File: src/port_mux_pkg.sv
// pin numbering, selection codes, presence masks and carriers for the port pin mux
// assumes one peripheral clock domain; pins are sampled synchronously
package port_mux_pkg;

  // ------------------------------------------------------------
  // pin indices
  // ------------------------------------------------------------
  localparam int NUM_PINS = 12;
  localparam int PIN_02   = 0;
  localparam int PIN_03   = 1;
  localparam int PIN_04   = 2;
  localparam int PIN_05   = 3;
  localparam int PIN_06   = 4;
  localparam int PIN_10   = 5;
  localparam int PIN_30   = 6;
  localparam int PIN_31   = 7;
  localparam int PIN_32   = 8;
  localparam int PIN_33   = 9;
  localparam int PIN_34   = 10;
  localparam int PIN_35   = 11;

  // ------------------------------------------------------------
  // selection codes {expansion, function}
  // ------------------------------------------------------------
  localparam logic [1:0] P03_IRQ0   = 2'h0;
  localparam logic [1:0] P03_ADC    = 2'h1;
  localparam logic [1:0] P03_RTC_ONE_HERTZ = 2'h3;
  localparam logic [1:0] P04_IRQ1   = 2'h0;
  localparam logic [1:0] P04_RTC_DIVIDED_CLK_OUT = 2'h1;
  localparam logic [1:0] P04_RTC_CLK_OUT  = 2'h2;
  localparam logic [1:0] P04_RSVD   = 2'h3;
  localparam logic [1:0] P32_UCLK   = 2'h0;
  localparam logic [1:0] P32_SCLK   = 2'h1;
  localparam logic [1:0] P32_CAP    = 2'h2;
  localparam logic [1:0] P32_TOUT   = 2'h3;
  localparam logic       FUNC_0     = 1'b0;
  localparam logic       FUNC_1     = 1'b1;
  localparam logic       ALT_ON     = 1'b1;
  localparam logic       DEBUG_ON   = 1'b1;
  localparam logic       DIR_INPUT  = 1'b1;
  localparam logic       RX_IDLE    = 1'b1;

  // ------------------------------------------------------------
  // which control bits exist per pin
  // ------------------------------------------------------------
  localparam logic [NUM_PINS-1:0] ALT_PRESENT       = 12'hfdf;
  localparam logic [NUM_PINS-1:0] FUNC_PRESENT      = 12'hfc6;
  localparam logic [NUM_PINS-1:0] EXT_PRESENT_FULL  = 12'h106;
  localparam logic [NUM_PINS-1:0] EXT_PRESENT_SMALL = 12'h006;
  localparam logic [NUM_PINS-1:0] DIR_PRESENT_FULL  = 12'hfff;
  localparam logic [NUM_PINS-1:0] DIR_PRESENT_SMALL = 12'hfdf;
  localparam logic [NUM_PINS-1:0] PIN_RESET         = 12'h000;

  // ------------------------------------------------------------
  // carriers
  // ------------------------------------------------------------
  typedef struct packed {
    logic [NUM_PINS-1:0] port_latch_reg;
    logic [NUM_PINS-1:0] port_direction_reg;
    logic [NUM_PINS-1:0] port_alt_enable_reg;
    logic [NUM_PINS-1:0] port_func_select_reg;
    logic [NUM_PINS-1:0] port_func_select_ext_reg;
    logic [NUM_PINS-1:0] port_open_drain_reg;
  } pin_ctrl_t;

  typedef struct packed {
    logic nmi_in;
    logic ext_irq_in_0;
    logic ext_irq_in_1;
    logic ext_irq_in_2;
    logic ext_irq_in_3;
    logic ext_irq_in_7;
    logic adc_ext_trigger_in;
    logic rtc_one_hertz;
    logic debug_reset_in;
    logic uart_rx_in;
    logic uart_clk_in;
    logic serial_data_in;
    logic serial_clk_in;
    logic timer_p0_cap_in_0;
    logic timer_p0_cap_in_1;
    logic timer_p1_cap_in_0;
    logic timer_p1_cap_in_1;
  } periph_in_t;

  localparam periph_in_t PERIPH_IN_RESET = 17'h00080;

  typedef struct packed {
    logic rtc_divided_clk_out;
    logic rtc_clk_out;
    logic uart_tx_out;
    logic serial_data_out;
    logic serial_clk_out;
    logic serial_clk_oe;
    logic timer_p0_out_0;
    logic timer_p0_out_1;
    logic timer_p1_out_0;
    logic timer_p1_out_1;
  } periph_out_t;

endpackage

File: src/port_alternate_function_mux.sv
// alternate-function mux for pins 02-06, 10 and 30-35
// assumes pad inputs are synchronous to clock and control bits are held by software
//
// What this block does and what software must do
// pin 02 alternate mode feeds the nmi input
// pin 03 selects irq0, adc trigger, one-hertz
// pin 04 selects irq1, rtc divided, rtc clock
// pin 05 irq2; debug mode forces debug reset
// pin 06 alternate mode feeds irq3 only
// pin 10 direction bit selects dac output
// pin 30 drives uart tx or serial data
// pin 31 feeds uart rx+irq7, or serial data
// pin 32 uart clock, serial clock, timer p0
// pins 33-35 timer inputs or timer outputs
// alternate function sets direction, not port bits
// software disables irq7 edges while receiving uart
// software stops uart reception when using irq7
// expansion bits only where the variant has them
// mode and function bits only on ports 0,3
// port 1 direction absent on smallest variant
// mode bit 0 gives plain general purpose port
// reserved codes connect no peripheral output
`timescale 1ns/10ps
`default_nettype none
module port_alternate_function_mux #(
  parameter bit SMALL_VARIANT = 1'b0
) (
  // clock and reset
  input  wire logic                      clock,
  input  wire logic                      resetn,
  // software control bits
  input  wire port_mux_pkg::pin_ctrl_t   ctrl,
  input  wire logic                      onchip_debug_mode_bit,
  input  wire logic                      irq7_rising_edge_enable,
  input  wire logic                      irq7_falling_edge_enable,
  input  wire logic                      uart_rx_enable_bit,
  // peripheral side
  input  wire port_mux_pkg::periph_out_t from_periph,
  output port_mux_pkg::periph_in_t       to_periph_r,
  output logic                           dac_pin_select_r,
  // pad side
  input  wire logic [11:0]               pin_in,
  output logic [11:0]                    pin_out,
  output logic [11:0]                    pin_oe,
  // status
  output logic [11:0]                    pin_level_r,
  output logic                           shared_pin_conflict_r
);
  import port_mux_pkg::*;

  // ------------------------------------------------------------
  // effective controls
  // ------------------------------------------------------------
  pin_ctrl_t eff;

  port_reg_presence #(
    .SMALL_VARIANT (SMALL_VARIANT)
  ) u_presence (
    .raw (ctrl),
    .eff (eff)
  );

  logic [NUM_PINS-1:0] alt;
  logic [NUM_PINS-1:0] fsel;
  logic [1:0]          sel03;
  logic [1:0]          sel04;
  logic [1:0]          sel32;
  logic                dbg;

  assign alt   = eff.port_alt_enable_reg;
  assign fsel  = eff.port_func_select_reg;
  assign sel03 = {eff.port_func_select_ext_reg[PIN_03], fsel[PIN_03]};
  assign sel04 = {eff.port_func_select_ext_reg[PIN_04], fsel[PIN_04]};
  assign sel32 = {eff.port_func_select_ext_reg[PIN_32], fsel[PIN_32]};
  assign dbg   = (onchip_debug_mode_bit == DEBUG_ON);

  // ------------------------------------------------------------
  // pad sampling
  // ------------------------------------------------------------
  logic [NUM_PINS-1:0] pin_s;

  assign pin_s = pin_level_r;

  always_ff @(posedge clock or negedge resetn) begin
    if (!resetn) begin
      pin_level_r <= PIN_RESET;
    end else begin
      pin_level_r <= pin_in;
    end
  end

  // ------------------------------------------------------------
  // pad to peripheral decode
  // ------------------------------------------------------------
  logic       m03_irq0;
  logic       m03_adc;
  logic       m03_1hz;
  logic       m04_irq1;
  logic       m31_rx;
  logic       m31_sdi;
  logic       m32_uclk;
  logic       m32_sclk;
  logic       m32_cap;
  logic       m33_in;
  logic       m34_in;
  logic       m35_in;
  periph_in_t to_periph_nxt;

  assign m03_irq0 = alt[PIN_03] && (sel03 == P03_IRQ0);
  assign m03_adc  = alt[PIN_03] && (sel03 == P03_ADC);
  assign m03_1hz  = alt[PIN_03] && (sel03 == P03_RTC_ONE_HERTZ);
  assign m04_irq1 = alt[PIN_04] && (sel04 == P04_IRQ1);
  assign m31_rx   = alt[PIN_31] && (fsel[PIN_31] == FUNC_0);
  assign m31_sdi  = alt[PIN_31] && (fsel[PIN_31] == FUNC_1);
  assign m32_uclk = alt[PIN_32] && (sel32 == P32_UCLK);
  assign m32_sclk = alt[PIN_32] && (sel32 == P32_SCLK);
  assign m32_cap  = alt[PIN_32] && (sel32 == P32_CAP);
  assign m33_in   = alt[PIN_33] && (fsel[PIN_33] == FUNC_0);
  assign m34_in   = alt[PIN_34] && (fsel[PIN_34] == FUNC_0);
  assign m35_in   = alt[PIN_35] && (fsel[PIN_35] == FUNC_0);

  // deselected inputs sit at their idle level so peripherals see no edges
  assign to_periph_nxt = '{
    nmi_in:             alt[PIN_02] & pin_s[PIN_02],
    ext_irq_in_0:       m03_irq0 & pin_s[PIN_03],
    ext_irq_in_1:       m04_irq1 & pin_s[PIN_04],
    ext_irq_in_2:       alt[PIN_05] & ~dbg & pin_s[PIN_05],
    ext_irq_in_3:       alt[PIN_06] & pin_s[PIN_06],
    ext_irq_in_7:       m31_rx & pin_s[PIN_31],
    adc_ext_trigger_in: m03_adc & pin_s[PIN_03],
    rtc_one_hertz:      m03_1hz & pin_s[PIN_03],
    debug_reset_in:     dbg & pin_s[PIN_05],
    uart_rx_in:         m31_rx ? pin_s[PIN_31] : RX_IDLE,
    uart_clk_in:        m32_uclk & pin_s[PIN_32],
    serial_data_in:     m31_sdi & pin_s[PIN_31],
    serial_clk_in:      m32_sclk & pin_s[PIN_32],
    timer_p0_cap_in_0:  m32_cap & pin_s[PIN_32],
    timer_p0_cap_in_1:  m33_in & pin_s[PIN_33],
    timer_p1_cap_in_0:  m34_in & pin_s[PIN_34],
    timer_p1_cap_in_1:  m35_in & pin_s[PIN_35]
  };

  always_ff @(posedge clock or negedge resetn) begin
    if (!resetn) begin
      to_periph_r <= PERIPH_IN_RESET;
    end else begin
      to_periph_r <= to_periph_nxt;
    end
  end

  // ------------------------------------------------------------
  // peripheral to pad drivers
  // ------------------------------------------------------------
  logic oe04;
  logic val04;
  logic val30;
  logic oe32;
  logic val32;
  logic oe33;
  logic oe34;
  logic oe35;
  logic [NUM_PINS-1:0] alt_oe;
  logic [NUM_PINS-1:0] alt_val;
  logic [NUM_PINS-1:0] cell_alt;
  logic [NUM_PINS-1:0] cell_dir;

  // reserved code 11 on pin 04 leaves the pad undriven
  assign oe04  = alt[PIN_04] && ((sel04 == P04_RTC_DIVIDED_CLK_OUT) || (sel04 == P04_RTC_CLK_OUT));
  assign val04 = (sel04 == P04_RTC_DIVIDED_CLK_OUT) ? from_periph.rtc_divided_clk_out
                                       : from_periph.rtc_clk_out;
  assign val30 = (fsel[PIN_30] == FUNC_1) ? from_periph.serial_data_out
                                          : from_periph.uart_tx_out;
  // serial clock direction follows the serial unit, not the port bits
  assign oe32  = ((sel32 == P32_SCLK) && from_periph.serial_clk_oe)
                 || (sel32 == P32_TOUT);
  assign val32 = (sel32 == P32_TOUT) ? from_periph.timer_p0_out_0
                                     : from_periph.serial_clk_out;
  assign oe33  = (fsel[PIN_33] == FUNC_1);
  assign oe34  = (fsel[PIN_34] == FUNC_1);
  assign oe35  = (fsel[PIN_35] == FUNC_1);

  assign alt_oe = {oe35, oe34, oe33, oe32, 1'b0, 1'b1,
                   1'b0, 1'b0, 1'b0, oe04, 1'b0, 1'b0};
  assign alt_val = {from_periph.timer_p1_out_1, from_periph.timer_p1_out_0,
                    from_periph.timer_p0_out_1, val32, 1'b0, val30,
                    1'b0, 1'b0, 1'b0, val04, 1'b0, 1'b0};

  // debug mode takes pin 05 whatever its mode bit says
  assign cell_alt = alt | ({{(NUM_PINS-1){1'b0}}, dbg} << PIN_05);
  // pin 10 has no digital driver; its direction bit only picks the dac
  assign cell_dir = eff.port_direction_reg | ({{(NUM_PINS-1){1'b0}}, 1'b1} << PIN_10);

  // ------------------------------------------------------------
  // pad cells
  // ------------------------------------------------------------
  genvar gi;
  generate
    for (gi = 0; gi < NUM_PINS; gi = gi + 1) begin : g_pin
      port_pin_cell u_cell (
        .clock      (clock),
        .resetn     (resetn),
        .alt_mode   (cell_alt[gi]),
        .direction  (cell_dir[gi]),
        .latch      (eff.port_latch_reg[gi]),
        .open_drain (eff.port_open_drain_reg[gi]),
        .alt_oe     (alt_oe[gi]),
        .alt_val    (alt_val[gi]),
        .pin_out_r  (pin_out[gi]),
        .pin_oe_r   (pin_oe[gi])
      );
    end
  endgenerate

  // ------------------------------------------------------------
  // dac select and shared pin status
  // ------------------------------------------------------------
  logic dac_pin_select_nxt;
  logic conflict_nxt;

  assign dac_pin_select_nxt = (eff.port_direction_reg[PIN_10] == DIR_INPUT);
  // flags a setup where rx and irq7 both listen; the mux itself cannot arbitrate
  assign conflict_nxt = m31_rx && uart_rx_enable_bit
                        && (irq7_rising_edge_enable || irq7_falling_edge_enable);

  always_ff @(posedge clock or negedge resetn) begin
    if (!resetn) begin
      dac_pin_select_r      <= 1'b0;
      shared_pin_conflict_r <= 1'b0;
    end else begin
      dac_pin_select_r      <= dac_pin_select_nxt;
      shared_pin_conflict_r <= conflict_nxt;
    end
  end
endmodule
`default_nettype wire

File: src/port_pin_cell.sv
// one pad driver: chooses latch or peripheral, applies open drain, registers the pad
// assumes the peripheral driver is already selected by the caller
`timescale 1ns/10ps
`default_nettype none
module port_pin_cell (
  // clock and reset
  input  wire logic clock,
  input  wire logic resetn,
  // pin controls
  input  wire logic alt_mode,
  input  wire logic direction,
  input  wire logic latch,
  input  wire logic open_drain,
  // selected peripheral driver
  input  wire logic alt_oe,
  input  wire logic alt_val,
  // pad side
  output logic      pin_out_r,
  output logic      pin_oe_r
);
  import port_mux_pkg::*;

  logic drive;
  logic value;
  logic pin_oe_nxt;
  logic pin_out_nxt;

  assign drive       = alt_mode ? alt_oe : (direction != DIR_INPUT);
  assign value       = alt_mode ? alt_val : latch;
  // open drain only pulls low; a high level lets the pad float
  assign pin_oe_nxt  = drive & ~(open_drain & value);
  assign pin_out_nxt = value & ~open_drain;

  always_ff @(posedge clock or negedge resetn) begin
    if (!resetn) begin
      pin_out_r <= 1'b0;
      pin_oe_r  <= 1'b0;
    end else begin
      pin_out_r <= pin_out_nxt;
      pin_oe_r  <= pin_oe_nxt;
    end
  end

endmodule
`default_nettype wire

File: src/port_reg_presence.sv
// masks control bits that the chosen variant does not implement; absent bits read 0
// assumes the raw bits come straight from software-written control ports
`timescale 1ns/10ps
`default_nettype none
module port_reg_presence #(
  parameter bit SMALL_VARIANT = 1'b0
) (
  // raw and effective controls
  input  wire port_mux_pkg::pin_ctrl_t raw,
  output port_mux_pkg::pin_ctrl_t      eff
);
  import port_mux_pkg::*;

  logic [NUM_PINS-1:0] ext_mask;
  logic [NUM_PINS-1:0] dir_mask;

  assign ext_mask = SMALL_VARIANT ? EXT_PRESENT_SMALL : EXT_PRESENT_FULL;
  assign dir_mask = SMALL_VARIANT ? DIR_PRESENT_SMALL : DIR_PRESENT_FULL;

  assign eff = '{
    port_latch_reg:           raw.port_latch_reg,
    port_direction_reg:       raw.port_direction_reg & dir_mask,
    port_alt_enable_reg:      raw.port_alt_enable_reg & ALT_PRESENT,
    port_func_select_reg:     raw.port_func_select_reg & FUNC_PRESENT,
    port_func_select_ext_reg: raw.port_func_select_ext_reg & ext_mask,
    port_open_drain_reg:      raw.port_open_drain_reg & ALT_PRESENT
  };

endmodule
`default_nettype wire

File: config.mk
export PLATFORM = sky130hd
export DESIGN_NAME = port_alternate_function_mux
export DESIGN_NICKNAME = d
export VERILOG_FILES = /design/src/port_mux_pkg.sv /design/src/port_alternate_function_mux.sv /design/src/port_pin_cell.sv /design/src/port_reg_presence.sv
export SDC_FILE = /design/constraint.sdc
export NUM_CORES = 1
export LEC_CHECK = 0
export ABC_AREA = 1
export BUFFER_PORTS_ARGS = -buffer_cell sky130_fd_sc_hd__buf_2
export CAP_MARGIN = 20
export CORE_AREA = 4 4 80 97
export DETAILED_ROUTE_END_ITERATION = 8
export DIE_AREA = 0 0 84 101
export PLACE_DENSITY = 0.76
export SLEW_MARGIN = 15
export SYNTH_ARGS = -nofsm -noshare
export SYNTH_HDL_FRONTEND = slang
export SYNTH_HIERARCHICAL = 1
export SYNTH_SLANG_ARGS = --single-unit
File: constraint.sdc
create_clock -name clock -period 0.8 [get_ports clock]
set_clock_uncertainty 0.1 [all_clocks]
set_input_delay 0.08 -clock clock [delete_from_list [all_inputs] [get_ports clock]]
set_output_delay 0.08 -clock clock [all_outputs]
set_load 0.03 [all_outputs]
==> impl_metrics.csv, run 1 <==
group,metric,value,unit
outcome,outcome,"finished with violations",
outcome,violations,"hold timing, setup timing",
grt,grt_pass1_vias,2390,
die,die-area,8480,um^2
grt,grt_max_degree,33,
placed_design,gp_congestion,0.789,
die,die_width,84,um
worst_setup_path,cp_top_family,"flip-flops",
finish,drive_gt1_share,48.1,%
worst_setup_path,critPathMaxStageDelay,0.54,ns
worst_setup_path,critPathCapture,"to_periph_r[7]",
worst_setup_path,crit_fanout,1,
yosys,syn_inst,295,
route,wl,6.20,mm
worst_setup_path,crit_chain,"buf_6",
die,rows,33,
finish,final-seq-area,1390,um^2
clocking,cts_sinks,55,
worst_setup_path,r2r-start,"pin_level_r[1]",
finish,finalNetCount,544,
die,start_util,38.3,%
yosys,synth.avg_cell_area,8.79,um^2
finish,fin_cells,530,
grt,grt_pass1_wl,10.1,mm
sta,fmax,878,MHz
job,maxCapViolCount,0,
route,antenna_left,0,
worst_setup_path,worstPathRequired,0.62,ns
worst_setup_path,cp_num_cells,1,
route,num_vias,2190,
worst_setup_path,reg2reg_to,"to_periph_r[10]",
worst_setup_path,endpoint_kind,"output port",
clocking,cts_made_buffers,5,
clocking,htreeDepth,2,
power_and_ir_drop,power.leakage,2.24,nW
clocking,clk_path_buf_depth,2,
placed_design,dp_hpwl,4.31,mm
worst_setup_path,arrival,0.96,ns
route,firstDrtPassIters,4,
clocking,cts.clk_slew.worst_paths,0.10,ns
finish,multi_input_area,768,um^2
finish,fill_cells,528,
die,die_h,101,um
sta,min_period,1.14,ns
route,viasPerCell,4.13,
die,ios,155,
sta,setup_violations,69,
worst_setup_path,startpoint,"to_periph_r[7]",
route,drc,0,
finish,final_util,59.6,%
die,core_area,6770,um^2
clocking,clock-root-buffer,"clkbuf_8",
worst_setup_path,path_class,"flop to output port",
finish,synthToLayoutAreaGrowth,55.6,%
yosys,synth.cell_area,2590,um^2
power_and_ir_drop,powerDensity,1510,nW/um^2
grt,grt_overflow,0,
yosys,synth_warnings,6,
power_and_ir_drop,ir_drop,716,uV
clocking,clk_latency,0.30,ns
worst_setup_path,r2r_setup_slack,-0.05,ns
grt,track_usage,14.8,%
placed_design,place_inst,480,
sta,layout_worst_path_cycle_share,142,%
finish,diodes,0,
worst_setup_path,critPathLaunchType,"flop",
placed_design,portBuffers,139,
route,wire_per_inst,11.7,um
worst_setup_path,critPathSlowestCell,"dfstp_2",
worst_hold_path,hold_path.class,"input port to flop",
placed_design,dp_slack,-0.203,ns
sta,final-max-slew-violation-count,0,
sta,worst_slack,-0.339,ns
sta,rsz0062_at_grt,"yes",
grt,antenna_found_initial,0,
worst_setup_path,crit_buf_inv,1,
sta,holdWs,-0.117,ns
sta,hold_viol,35,
route,drt_iter0_markers,66,
clocking,cts_tree,"yes",
power_and_ir_drop,power,0.00611,W
worst_setup_path,r2r_cells,3,
[metrics by stage]
stage | cell area (um^2) | TNS [ns]
finish | 4030 | -12.67
global route | 4030 | -15.07
CTS | 4000 | -13.77
detailed placement | 3110 | -0.532
global placement | 3110 | -0.378
floorplan | 2690 | -0.193
[what timing repair did]
action / CTS / global route
gates resized for setup: 120 / 15
setup buffers: 4 / 1
hold endpoints to repair: 108 / 39
setup endpoints to repair: 55 / 74
pin swaps: 1 / 6
hold buffers: 40 / 3
[where the power goes]
| group | total, W | leakage (nW) | switching [W] | internal (W) |
|---|---|---|---|---|
| sequential | 0.00302 | 0.687 | 0.0000811 | 0.00294 |
| combinational | 0.00155 | 1.51 | 0.000808 | 0.000744 |
| clock | 0.00153 | 0.0485 | 0.000906 | 0.000629 |
[cell type report]
| type | instances | area share [%] |
|---|---|---|
| clock inverters | 3 | 0.558 |
| clock buffers | 5 | 1.71 |
| flip-flops and latches | 55 | 34.5 |
| well taps | 87 | 2.70 |
| inverters | 37 | 3.63 |
| repair buffers | 186 | 37.9 |
| multi-input cells | 157 | 19.1 |
[state kept, by name (all words and copies together) (netlist names)]
signal and flops:
g_pin.u_cell/pin_out_r 12, g_pin.u_cell/pin_oe_r 12, shared_pin_conflict_r 1, dac_pin_select_r 1, pin_level_r 12, to_periph_r 17
[layout by cell type (no fill, tap or decap), drive strengths merged]
master,instances
nor3,2
nor2,38
ha,2
conb,16
dfrtp,54
dfstp,1
nand3,4
and3,1
inv,38
clkinv,2
buf,148
dlygate4sd3,38
or2,1
nand2,67
o21ai,2
clkbuf,5
a21oi,24
[worst min-delay path by stage]
| stage | start | endpoint | slack, ns | cells past startpoint |
|---|---|---|---|---|
| finish | ctrl[32] | to_periph_r[6] | -0.12 | 2 |
| global route | ctrl[32] | to_periph_r[6] | -0.12 | 2 |
| CTS | ctrl[63] | g_pin[3].u_cell/pin_out_r | -0.1 | 3 |
| detailed placement | resetn | g_pin[3].u_cell/pin_out_r | -0.02 | 2 |
| global placement | resetn | to_periph_r[8] | -0.02 | 2 |
| floorplan | resetn | dac_pin_select_r | -0.32 | 0 |
[per-layer routing]
layer / track usage, % / vias up / wire (um) / part of all wire [%]
met5: 0 / - / 0 / 0
met4: 3.34 / 0 / 101 / 1.6
met3: 5.64 / 10 / 597 / 9.6
met2: 29.9 / 94 / 3440 / 56
met1: 14.0 / 982 / 2060 / 33
li1: - / 1104 / - / -
(Power assumes the default switching activity.)
==> inputs of run 2 (changes only) <==
Settings changed: ABC_AREA 1 to not set, PLACE_DENSITY 0.76 to 0.75.
==> run 2 against run 1 <==
  * The run still ends with hold timing, setup timing left
  * Setup slack worse by 0.0044 ns
  * Sequential power about the same
  * Critical path depth unchanged
  * Die area unchanged
  * Utilization is 1.4 points lower
  * Count of clock-buffer cells in the layout stayed put
  * Hold slack worse by 0.011 ns
  * Largest cell class unchanged
==> impl_metrics.csv, run 2 <==
group,metric,value,unit
outcome,outcome,"finished with violations",
outcome,violations,"hold timing, setup timing",
clocking,clock-root-buffer,"clkbuf_8",
sta,layout_worst_path_cycle_share,143,%
worst_setup_path,crit_buf_inv,1,
power_and_ir_drop,powerDensity,1530,nW/um^2
worst_setup_path,crit_chain,"buf_6",
die,ios,155,
clocking,clk_latency,0.30,ns
route,drc,0,
finish,diodes,0,
grt,grt_max_degree,30,
yosys,synth_warnings,6,
die,start_util,37.4,%
worst_setup_path,worstPathRequired,0.62,ns
finish,drive_gt1_share,54.1,%
clocking,htreeDepth,2,
worst_setup_path,startpoint,"to_periph_r[7]",
die,die_width,84,um
worst_setup_path,r2r-start,"pin_level_r[7]",
clocking,cts_sinks,55,
die,rows,33,
route,wire_per_inst,13.8,um
placed_design,place_inst,407,
grt,grt_pass1_vias,2094,
sta,worst_slack,-0.343,ns
worst_setup_path,crit_fanout,1,
placed_design,gp_congestion,0.800,
yosys,synth.avg_cell_area,11.8,um^2
finish,largest_reg_flops,17,
route,drt_iter0_markers,18,
sta,holdWs,-0.128,ns
die,die-area,8480,um^2
finish,final_cell_mix,"buf_2 (82), buf_6 (60), dfrtp_1 (44)",
power_and_ir_drop,power.leakage,1.98,nW
yosys,syn_inst,215,
route,num_vias,1964,
clocking,cts.clk_slew.worst_paths,0.09,ns
route,antenna_left,0,
clocking,cts_made_buffers,5,
worst_hold_path,min-delay-start,"ctrl[31]",
worst_setup_path,critPathMaxStageDelay,0.54,ns
power_and_ir_drop,power,0.00602,W
worst_setup_path,path_class,"flop to output port",
worst_hold_path,hold_path.class,"input port to flop",
sta,setup_violations,69,
sta,fmax,875,MHz
sta,min_period,1.14,ns
worst_setup_path,arrival,0.96,ns
placed_design,dp_hpwl,4.39,mm
die,die_h,101,um
grt,track_usage,14.4,%
finish,layout_commonest_cell,"buf_2",
clocking,clk_path_buf_depth,2,
grt,grt_pass1_wl,9.77,mm
sta,final-max-slew-violation-count,0,
route,wl,6.23,mm
sta,hold_viol,26,
power_and_ir_drop,ir_drop,742,uV
placed_design,portBuffers,139,
route,viasPerCell,4.35,
finish,regMostFlops,"to_periph_r",
worst_setup_path,critPathSlowestCell,"dfstp_2",
die,core_area,6770,um^2
clocking,cts_tree,"yes",
route,firstDrtPassIters,2,
finish,final_util,58.1,%
grt,grt_overflow,0,
yosys,synth.cell_area,2530,um^2
worst_setup_path,critPathLaunchType,"flop",
worst_setup_path,endpoint_kind,"output port",
finish,fin_cells,451,
worst_setup_path,cp_top_family,"flip-flops",
job,maxCapViolCount,0,
finish,synthToLayoutAreaGrowth,55.5,%
grt,antenna_found_initial,0,
finish,finalNetCount,465,
sta,rsz0062_at_grt,"yes",
==> run 2: worst register-to-register path, stage by stage, from the launching register on <==
cell and delay [ns]:
dfrtp_2 0.42, buf_6 0.12, buf_4 0.12, and3b_1 0.15
==> run 2: repair_timing <==
action / CTS / global route
buffers inserted: 2 / 3
setup endpoints to repair: 59 / 73
pin swaps: 0 / 4
hold endpoints to repair: 104 / 30
gates cloned: 0 / 0
hold buffers: 35 / 5
gates resized for setup: 115 / 11
==> run 2: metrics by stage <==
step / setup slack, ns / setup TNS, ns / instance area (um^2)
after floorplan: -0.216 / -1.19 / 2680
after global placement: -0.257 / -1.30 / 3090
after detailed placement: -0.283 / -1.46 / 3090
after CTS: -0.367 / -13.73 / 3910
after global routing: -0.374 / -15.28 / 3940
final: -0.343 / -13.09 / 3940
==> run 2: area by class of cell <==
cell class                      instances  area [um^2]
Inverter                                3         13.8
Sequential cell                        55         1390
Tap cell                               87          109
Timing Repair Buffer                  181         1480
Clock buffer                            5         68.8
Fill cell                             565         2840
Clock inverter                          3         20.0
Multi-Input combinational cell        117          851
==> run 2: routing by layer <==
metal / up-vias / track usage (%) / part of all wire, % / routed length, um
met1: 924 / 15.3 / 36 / 2220
met2: 98 / 27.6 / 55 / 3400
met3: 8 / 4.25 / 8.5 / 529
li1: 934 / - / - / -
met5: - / 0 / 0 / 0
met4: 0 / 4.21 / 1.3 / 81
==> run 2: worst paths after layout <==
| kind | endpoint | cells past startpoint | slack (ns) |
|---|---|---|---|
| setup / recovery | to_periph_r[7] | 1 | -0.34 |
| hold / removal | shared_pin_conflict_r | 2 | -0.13 |
| setup reg to reg | to_periph_r[11] | 3 | -0.21 |
| hold reg to reg | to_periph_r[7] | 1 | 0.42 |
| max in group asynchronous | to_periph_r[7] | 3 | 0.16 |
| min in group asynchronous | g_pin[3].u_cell/pin_out_r | 3 | 0.22 |
==> run 2: report_power, final <==
part | internal [W] | switching [W]
Sequential | 0.00294 | 0.0000844
Combinational | 0.000755 | 0.000759
Clock | 0.000611 | 0.000874
